### src/pkg/lch_params.svh
`ifndef LCH_PARAMS_SVH
`define LCH_PARAMS_SVH

// bank sizes: island inputs, virtual bits, host bits and output channels
`define LCH_NUM_BITS 4
`define LCH_NUM_CH 4
`define LCH_IDX_W 2

// reset values of the block's state
`define LCH_OUT_RST 1'b0
`define LCH_DATA_RST 1'b0
`define LCH_TRIG_RST 1'b0
`define LCH_SYNC_RST 1'b0
`define LCH_PULSE_RST 1'b0
`define LCH_EN_RST 1'b0
`define LCH_LATCHED_RST 1'b0
`define LCH_BANK_RST 4'h0

`endif

### src/pkg/lch_pkg.sv
package lch_pkg;

`include "lch_params.svh"

  // where a block input takes its value from
  typedef enum logic [2:0] {
    LCH_SRC_CONST0,
    LCH_SRC_CONST1,
    LCH_SRC_ISLAND,
    LCH_SRC_VIRTUAL,
    LCH_SRC_HOST,
    LCH_SRC_CHAIN
  } lch_src_e;

  // enable: constant on, constant off, or a boolean source
  typedef enum logic [1:0] {
    LCH_EN_ALWAYS_ON,
    LCH_EN_ALWAYS_OFF,
    LCH_EN_SIGNAL
  } lch_en_mode_e;

  // which trigger level latches the output
  typedef enum logic {
    LCH_POL_LOW,
    LCH_POL_HIGH
  } lch_pol_e;

  // evaluation state of the latch
  typedef enum logic [1:0] {
    LCH_ST_FOLLOW,
    LCH_ST_HOLD,
    LCH_ST_FROZEN
  } lch_st_e;

  typedef logic [`LCH_IDX_W-1:0] lch_idx_t;
  typedef logic [`LCH_NUM_BITS-1:0] lch_bank_t;

  typedef struct packed {
    lch_src_e kind;
    lch_idx_t idx;
  } lch_src_sel_s;

  typedef struct packed {
    logic mapped;
    lch_idx_t ch;
  } lch_dest_s;

  typedef struct packed {
    lch_pol_e pol;
    logic invert;
    lch_en_mode_e en_mode;
    lch_src_sel_s en_src;
    lch_src_sel_s trig_src;
    lch_src_sel_s op_src;
    lch_dest_s dest;
  } lch_cfg_s;

  typedef struct packed {
    lch_bank_t island;
    lch_bank_t virt;
    lch_bank_t host;
    logic chain;
  } lch_srcs_s;

endpackage : lch_pkg

### src/hw/lch_sync.sv
`timescale 1ns/1ps
`include "lch_params.svh"

module lch_sync import lch_pkg::*; (
  // clock and reset
  input wire logic core_clk,
  input wire logic rst_n,
  // raw pin bits and their synchronised copies
  input wire lch_bank_t async_in,
  output lch_bank_t sync_out
);

  genvar b;

  // two flops per bit; the first is read by the second only
  for (b = 0; b < `LCH_NUM_BITS; b++) begin : g_bit
    logic meta_q;
    logic meta_d;
    logic sync_q;
    logic sync_d;

    always_comb begin
      meta_d = async_in[b];
      sync_d = meta_q;
    end

    always_ff @(posedge core_clk) begin
      if (!rst_n) begin
        meta_q <= `LCH_SYNC_RST;
        sync_q <= `LCH_SYNC_RST;
      end else begin
        meta_q <= meta_d;
        sync_q <= sync_d;
      end
    end

    assign sync_out[b] = sync_q;
  end

endmodule : lch_sync

### src/hw/lch_src_mux.sv
`timescale 1ns/1ps
`include "lch_params.svh"

module lch_src_mux import lch_pkg::*; (
  // source selection
  input wire lch_src_sel_s sel,
  // all candidate sources
  input wire lch_srcs_s srcs,
  // selected bit
  output logic src_bit
);

  // pick one bit; unknown kinds read as zero
  always_comb begin
    src_bit = 1'b0;
    case (sel.kind)
      LCH_SRC_CONST0: src_bit = 1'b0;
      LCH_SRC_CONST1: src_bit = 1'b1;
      LCH_SRC_ISLAND: src_bit = srcs.island[sel.idx];
      LCH_SRC_VIRTUAL: src_bit = srcs.virt[sel.idx];
      LCH_SRC_HOST: src_bit = srcs.host[sel.idx];
      LCH_SRC_CHAIN: src_bit = srcs.chain;
      default: src_bit = 1'b0;
    endcase
  end

endmodule : lch_src_mux

### src/hw/lch_latch_top.sv
`timescale 1ns/1ps
`include "lch_params.svh"

// Contract
// - low-level: trigger 0 holds output, trigger 1 makes it transparent
// - low-level standard: output follows input while high, holds it at fall
// - low-level inverted: output is input complement, holds complement at fall
// - high-level: trigger 1 holds output, trigger 0 makes it transparent
// - high-level standard: output follows input while low, holds it at rise
// - high-level inverted: output is input complement, holds complement at rise
// - one boolean output, delivered straight or inverted by configuration
// - enable from a boolean source or always-on / always-off constants
// - disabled block does nothing; output frozen at its last value
// - inputs keep being sampled while disabled; re-enable uses latest values
// - output follows input in the same cycle transparency returns
// - mapped channel is driven only by the block; host bits stay usable
// - first stage of a chain feeds the second stage, channel set to none
// - trigger source may be the first stage output of a chain
module lch_latch_top import lch_pkg::*; (
  // clock and reset
  input wire logic core_clk,
  input wire logic rst_n,
  // static configuration
  input wire lch_cfg_s cfg,
  // island input pins, asynchronous
  input wire lch_bank_t island_in,
  // virtual module bits, same clock
  input wire lch_bank_t virt_bits,
  // host written bits, same clock, also the channel data
  input wire lch_bank_t host_bits,
  // output of a first stage block, same clock
  input wire logic chain_in,
  // digital output channels
  output lch_bank_t do_ch,
  // feed to a second stage block
  output logic chain_out,
  // status
  output logic latch_out,
  output logic enabled,
  output logic latched,
  output logic capture_pulse,
  output lch_bank_t dedicated,
  output lch_bank_t host_readback
);

  // synchronised island pins
  lch_bank_t island_s;

  // gathered sources and selected bits
  lch_srcs_s srcs;
  logic en_src_bit;
  logic trig_now;
  logic op_now;

  // derived per-cycle terms
  logic enable_now;
  logic transp_now;
  logic transp_prev;
  logic latch_edge;

  // latch state
  lch_st_e st_q;
  lch_st_e st_d;
  logic data_q;
  logic data_d;
  logic trig_prev_q;
  logic trig_prev_d;
  logic out_q;
  logic out_d;
  logic cap_q;
  logic cap_d;
  logic en_q;
  logic en_d;
  logic latched_q;
  logic latched_d;

  // output side state
  lch_bank_t do_q;
  lch_bank_t do_d;
  lch_bank_t ded_q;
  lch_bank_t ded_d;
  lch_bank_t rb_q;
  lch_bank_t rb_d;
  logic chain_q;
  logic chain_d;

  // pins cross into the clock domain before anything reads them
  lch_sync u_sync (
    .core_clk(core_clk),
    .rst_n(rst_n),
    .async_in(island_in),
    .sync_out(island_s)
  );

  // one pool of sources shared by the three input selectors
  always_comb begin
    srcs.island = island_s;
    srcs.virt = virt_bits;
    srcs.host = host_bits;
    srcs.chain = chain_in;
  end

  // enable selector
  lch_src_mux u_en_mux (
    .sel(cfg.en_src),
    .srcs(srcs),
    .src_bit(en_src_bit)
  );

  // trigger selector; chain kind takes a first stage output
  lch_src_mux u_trig_mux (
    .sel(cfg.trig_src),
    .srcs(srcs),
    .src_bit(trig_now)
  );

  // operational input selector
  lch_src_mux u_op_mux (
    .sel(cfg.op_src),
    .srcs(srcs),
    .src_bit(op_now)
  );

  // enable: constants override the boolean source
  always_comb begin
    enable_now = 1'b0;
    case (cfg.en_mode)
      LCH_EN_ALWAYS_ON: enable_now = 1'b1;
      LCH_EN_ALWAYS_OFF: enable_now = 1'b0;
      LCH_EN_SIGNAL: enable_now = en_src_bit;
      default: enable_now = 1'b0;
    endcase
  end

  // transparency depends on the polarity bit
  always_comb begin
    if (cfg.pol == LCH_POL_LOW) begin
      transp_now = trig_now;
      transp_prev = trig_prev_q;
    end else begin
      transp_now = ~trig_now;
      transp_prev = ~trig_prev_q;
    end
  end

  // leaving transparency is the capture moment; using the previous level
  // rather than the raw level keeps a held trigger from capturing twice
  always_comb begin
    latch_edge = transp_prev & ~transp_now;
  end

  // next state of the latch core
  always_comb begin
    st_d = st_q;
    data_d = data_q;
    if (!enable_now) begin
      st_d = LCH_ST_FROZEN;
    end else if (transp_now) begin
      st_d = LCH_ST_FOLLOW;
      data_d = op_now;
    end else begin
      st_d = LCH_ST_HOLD;
      if (latch_edge) begin
        // capture the input seen at the edge itself, not a cycle later
        data_d = op_now;
      end
    end
  end

  // output value for the state just chosen; built from st_d, not st_q,
  // so a follow or a capture shows at the very edge that decides it
  always_comb begin
    out_d = out_q;
    case (st_d)
      LCH_ST_FOLLOW: out_d = op_now ^ cfg.invert;
      LCH_ST_HOLD: out_d = data_d ^ cfg.invert;
      LCH_ST_FROZEN: out_d = out_q;
      default: out_d = out_q;
    endcase
  end

  // latch core registers
  always_ff @(posedge core_clk) begin
    if (!rst_n) begin
      st_q <= LCH_ST_FROZEN;
      data_q <= `LCH_DATA_RST;
      out_q <= `LCH_OUT_RST;
    end else begin
      st_q <= st_d;
      data_q <= data_d;
      out_q <= out_d;
    end
  end

  // trigger history keeps running while disabled, so an edge seen only
  // while off is gone for good once the block comes back
  always_comb begin
    trig_prev_d = trig_now;
  end

  // trigger history register
  always_ff @(posedge core_clk) begin
    if (!rst_n) begin
      trig_prev_q <= `LCH_TRIG_RST;
    end else begin
      trig_prev_q <= trig_prev_d;
    end
  end

  // status flags follow the state just chosen, so they line up with latch_out
  always_comb begin
    en_d = enable_now;
    latched_d = (st_d == LCH_ST_HOLD);
  end

  // status registers; the latched flag has a flop of its own, not a decode
  always_ff @(posedge core_clk) begin
    if (!rst_n) begin
      en_q <= `LCH_EN_RST;
      latched_q <= `LCH_LATCHED_RST;
    end else begin
      en_q <= en_d;
      latched_q <= latched_d;
    end
  end

  // capture strobe: one cycle, only when an enabled block really latches
  always_comb begin
    cap_d = enable_now & latch_edge;
  end

  // capture strobe register
  always_ff @(posedge core_clk) begin
    if (!rst_n) begin
      cap_q <= `LCH_PULSE_RST;
    end else begin
      cap_q <= cap_d;
    end
  end

  // channel routing: the mapped channel is taken from the host for good;
  // the other channels still pass host data, one cycle late like the output
  for (genvar c = 0; c < `LCH_NUM_CH; c++) begin : g_ch
    logic hit;

    always_comb begin
      hit = cfg.dest.mapped && (cfg.dest.ch == lch_idx_t'(c));
      ded_d[c] = hit;
      do_d[c] = hit ? out_d : host_bits[c];
    end
  end

  // the host still sees what it wrote, even for a dedicated channel
  always_comb begin
    rb_d = host_bits;
  end

  // readback register; one cycle behind the host write
  always_ff @(posedge core_clk) begin
    if (!rst_n) begin
      rb_q <= `LCH_BANK_RST;
    end else begin
      rb_q <= rb_d;
    end
  end

  // unmapped destination means the value only feeds the next stage
  always_comb begin
    chain_d = out_d;
  end

  // chain feed register; driven whatever the channel mapping says
  always_ff @(posedge core_clk) begin
    if (!rst_n) begin
      chain_q <= `LCH_OUT_RST;
    end else begin
      chain_q <= chain_d;
    end
  end

  // channel registers
  always_ff @(posedge core_clk) begin
    if (!rst_n) begin
      do_q <= `LCH_BANK_RST;
      ded_q <= `LCH_BANK_RST;
    end else begin
      do_q <= do_d;
      ded_q <= ded_d;
    end
  end

  // every port comes straight from a flop
  assign do_ch = do_q;
  assign chain_out = chain_q;
  assign latch_out = out_q;
  assign enabled = en_q;
  assign latched = latched_q;
  assign capture_pulse = cap_q;
  assign dedicated = ded_q;
  assign host_readback = rb_q;

endmodule : lch_latch_top

### config.mk
export PLATFORM = sky130hd
export DESIGN_NAME = lch_latch_top
export DESIGN_NICKNAME = d
export VERILOG_FILES = /design/src/pkg/lch_pkg.sv /design/src/hw/lch_sync.sv /design/src/hw/lch_src_mux.sv /design/src/hw/lch_latch_top.sv
export VERILOG_INCLUDE_DIRS = /design/src /design/src/pkg
export SDC_FILE = /design/constraint.sdc
export NUM_CORES = 1
export LEC_CHECK = 0
export ABC_AREA = 1
export BUFFER_PORTS_ARGS = -buffer_cell sky130_fd_sc_hd__buf_4
export CAP_MARGIN = 0
export CELL_PAD_IN_SITES_DETAIL_PLACEMENT = 0
export CELL_PAD_IN_SITES_GLOBAL_PLACEMENT = 2
export CORE_MARGIN = 2
export CORE_UTILIZATION = 25
export DETAILED_ROUTE_END_ITERATION = 10
export GPL_TIMING_DRIVEN = 0
export PLACE_DENSITY_LB_ADDON = 0.1
export SYNTH_ARGS = -nofsm -noshare
export SYNTH_HDL_FRONTEND = slang
export SYNTH_SLANG_ARGS = --single-unit
### constraint.sdc
create_clock -name core_clk -period 2 [get_ports core_clk]
set_input_delay 0.3 -clock core_clk [delete_from_list [all_inputs] [get_ports core_clk]]
set_output_delay 0.3 -clock core_clk [all_outputs]
set_load 0.005 [all_outputs]
==> out/metrics.cfg <==
[layout]
ff_latch_area_sq_um = 520
fill_cells = 651
area_growth_pct = 36.5
multi_input_area_sq_um = 746
drive_gt1_share_pct = 29.8
fin_util_pct = 35.7
fin_nets = 314
n_antenna_cell = 0

[synth]
syn-instance-count = 220
ys_seq_area_share_pct = 35.9
synth-edff-count = 0
ys_types = 25
syn_area_sq_mm = 0.00145
synth_area_leaders = dfxtp_1 36%, nand2_1 19%, inv_1 10%, nand3_1 6.2%, nand3_2 3.5%
yosys_most_used_dff = dfxtp_1
yosysWarnings = 0
synth.avg_cell_area_sq_um = 6.59
synth_nets = 257
synth_top_area_share_pct = 35.9
synth_area_leader_cell = dfxtp_1
synth.ff_latch_count = 26
synth-async-reset-ratio_pct = 0

[sta]
clock.fmax_mhz = 586
skew_ps = 4.56
min_period_ps = 1710
relSlewSlack_pct = 65.7
hold_ws_ps = 213
finalCritPeriodShare_pct = 85.4
worstMarginPinSlew_ps = 514
drv_slew = 0
setup_violations = 0
hold_viol_final = 0
rsz0062_at_grt = false
setup_tns_ps = 0

[worst_setup_path]
cp_max_fo = 5
end_kind = flip-flop
path_common_cell = nand2_1
cp.arrival_ps = 1870
reg2reg_depth = 19
r2r-end = do_ch[1]
critPathLaunchType = flip-flop
crit_type = reg2reg
r2r_start = u_sync.g_bit[0].sync_q
r2r_slack_ps = 290
critical_path.cell_chain = nand2_1 -> nand2_1 -> nand2_1 -> nand2_1 -> nand2_1 -> nand2_1 -> inv_1 -> nand3_2 -> nand2_4 -> inv_4 -> nand3_2 -> inv_2 -> nand2_4 -> nand2_2 -> nand2_4 -> nand3_4 -> nand3_1 -> nand2_1 -> inv_1
required_ps = 2170
cp_slowest_cell = dfxtp_1
slowest_delay_ps = 370

[route]
ant_nets = 0
drt_wl_total_um = 3800
routedWlPerCell_um = 10.9
routed-via-count = 1434
drc_errors = 0
dr.first_iter.drc_count = 58
viasPerCell = 4.13
drtPass1Iterations = 5

[worst_hold_path]
holdPathEnd = u_sync.g_bit[1].meta_q
holdPathStages = 3
hp-class = in2reg
worstHoldStart = island_in[1]

[clocking]
root_buffer = clkbuf_8
numCtsBuffers = 3
cts_tree = done
htreeDepth = 1
cts_buffer_depth = 2
cts_setup_buffers = 0
clk-insertion-delay-late_ps = 260
cts_resized = 0
cts_hold_buf = 0
numClockSinks = 26
clk_pin_slew_ps = 80

[placed_design]
gp_congestion = 0.764
dp_hpwl_um = 3080
port_buffers = 52

[floorplan]
die_x_um = 80.2
ios = 54
rows = 27
coreArea_sq_mm = 0.00554
die-area_sq_mm = 0.00643
die_h_um = 80.2
initial_core_util_pct = 26.2

[global_routing]
grt_antenna_before_repair = 0
grt_pass1_vias = 1431
gr-total-overflow = 0
grt_max_degree = 14
grt_pass1_wl_um = 6540
globalRouteTotalUtil_pct = 13.1

[power_and_ir_drop]
peakVddDrop_mv = 0.328
p_per_area_mw_per_mm2 = 571
power.leakage_nw = 1.10
p_total_mw = 1.13

[job]
cap_violations = 0

[outcome]
status = finished clean

[cell usage after synthesis (2+ instances only)]
cell and number:
dfxtp_1 26, nand4_1 2, inv_2 4, nand3_2 5, nand2_1 73, o21ai_0 9, inv_1 40, nor2_1 13
clkbuf_1 2, nand3_1 18, nand2_2 5, nor3_1 6, mux2i_1 2, nand2_4 4
[layer usage]
metal  vias to the layer above  track usage (%)  share of wire (%)
met5                         -                0                  0
li1                        778                -                  -
met4                         0             3.73               0.66
met2                        37             20.3                 42
met3                         2             4.38                8.6
met1                       617             17.3                 49
[flip-flops by register name, summed over array words and instances (netlist names), 4 cells and up]
register / flops
u_sync.g_bit.meta_q: 4
u_sync.g_bit.sync_q: 4
do_ch: 4
host_readback: 4
dedicated: 4
[worst max-delay path: cells and delay by family (launching register included)]
kind	cells	cell delay [ps]
flops	1	370
simple gates	15	980
buf+inv	4	250
[cells in the final DEF, fill, tap and decap left out, drive strengths merged]
master	instances
clkbuf	5
inv	45
a31oi	1
nand3b	1
a21oi	1
nand2	82
xnor2	1
o21ai	10
nand4	2
dfxtp	26
nor3	6
nor2	14
buf	54
nand3	24
o21bai	1
mux2i	2
[worst max-delay path by stage]
| stage | startpoint | endpoint | depth (start not counted) |
|---|---|---|---|
| after floorplan | cfg[12] | do_ch[2] | 17 |
| after global placement | cfg[13] | do_ch[1] | 19 |
| after detailed placement | cfg[13] | do_ch[1] | 19 |
| after CTS | u_sync.g_bit[2].sync_q | do_ch[1] | 17 |
| after global routing | u_sync.g_bit[3].sync_q | do_ch[3] | 19 |
| final | u_sync.g_bit[0].sync_q | do_ch[1] | 19 |
[per-stage QoR]
| step | cells | area, sq um | setup WS (ps) |
|---|---|---|---|
| after floorplan | 220 | 1450 | 426 |
| after global placement | 344 | 1930 | -2.17 |
| after detailed placement | 344 | 1930 | 42.3 |
| after CTS | 347 | 1970 | 177 |
| after global routing | 347 | 1980 | 59.4 |
| final | 347 | 1980 | 293 |
[power breakdown]
| part | internal (mW) | leakage (nW) | switching, mW |
|---|---|---|---|
| registers | 0.546 | 0.215 | 0.0103 |
| logic | 0.135 | 0.867 | 0.153 |
| clock network | 0.135 | 0.0216 | 0.152 |
[final cells by class]
class | instances | area share (%)
Buffer | 4 | 1.01
Clock buffer | 3 | 2.09
Inverter | 45 | 8.66
Multi-Input combinational cell | 145 | 37.7
Sequential cell | 26 | 26.3
Tap cell | 72 | 4.55
Timing Repair Buffer | 52 | 19.7
[cells by family (layout without fill, tap and decap cells)]
family	Yosys count	in the layout	share of synthesized area, %
simple gates	129	129	42.6
compound gates	13	13	6.30
buf+inv	49	104	13.2
flops	26	26	35.9
mux	2	2	1.38
xor+xnor	1	1	0.604
Power figures use the tool's default switching activity.
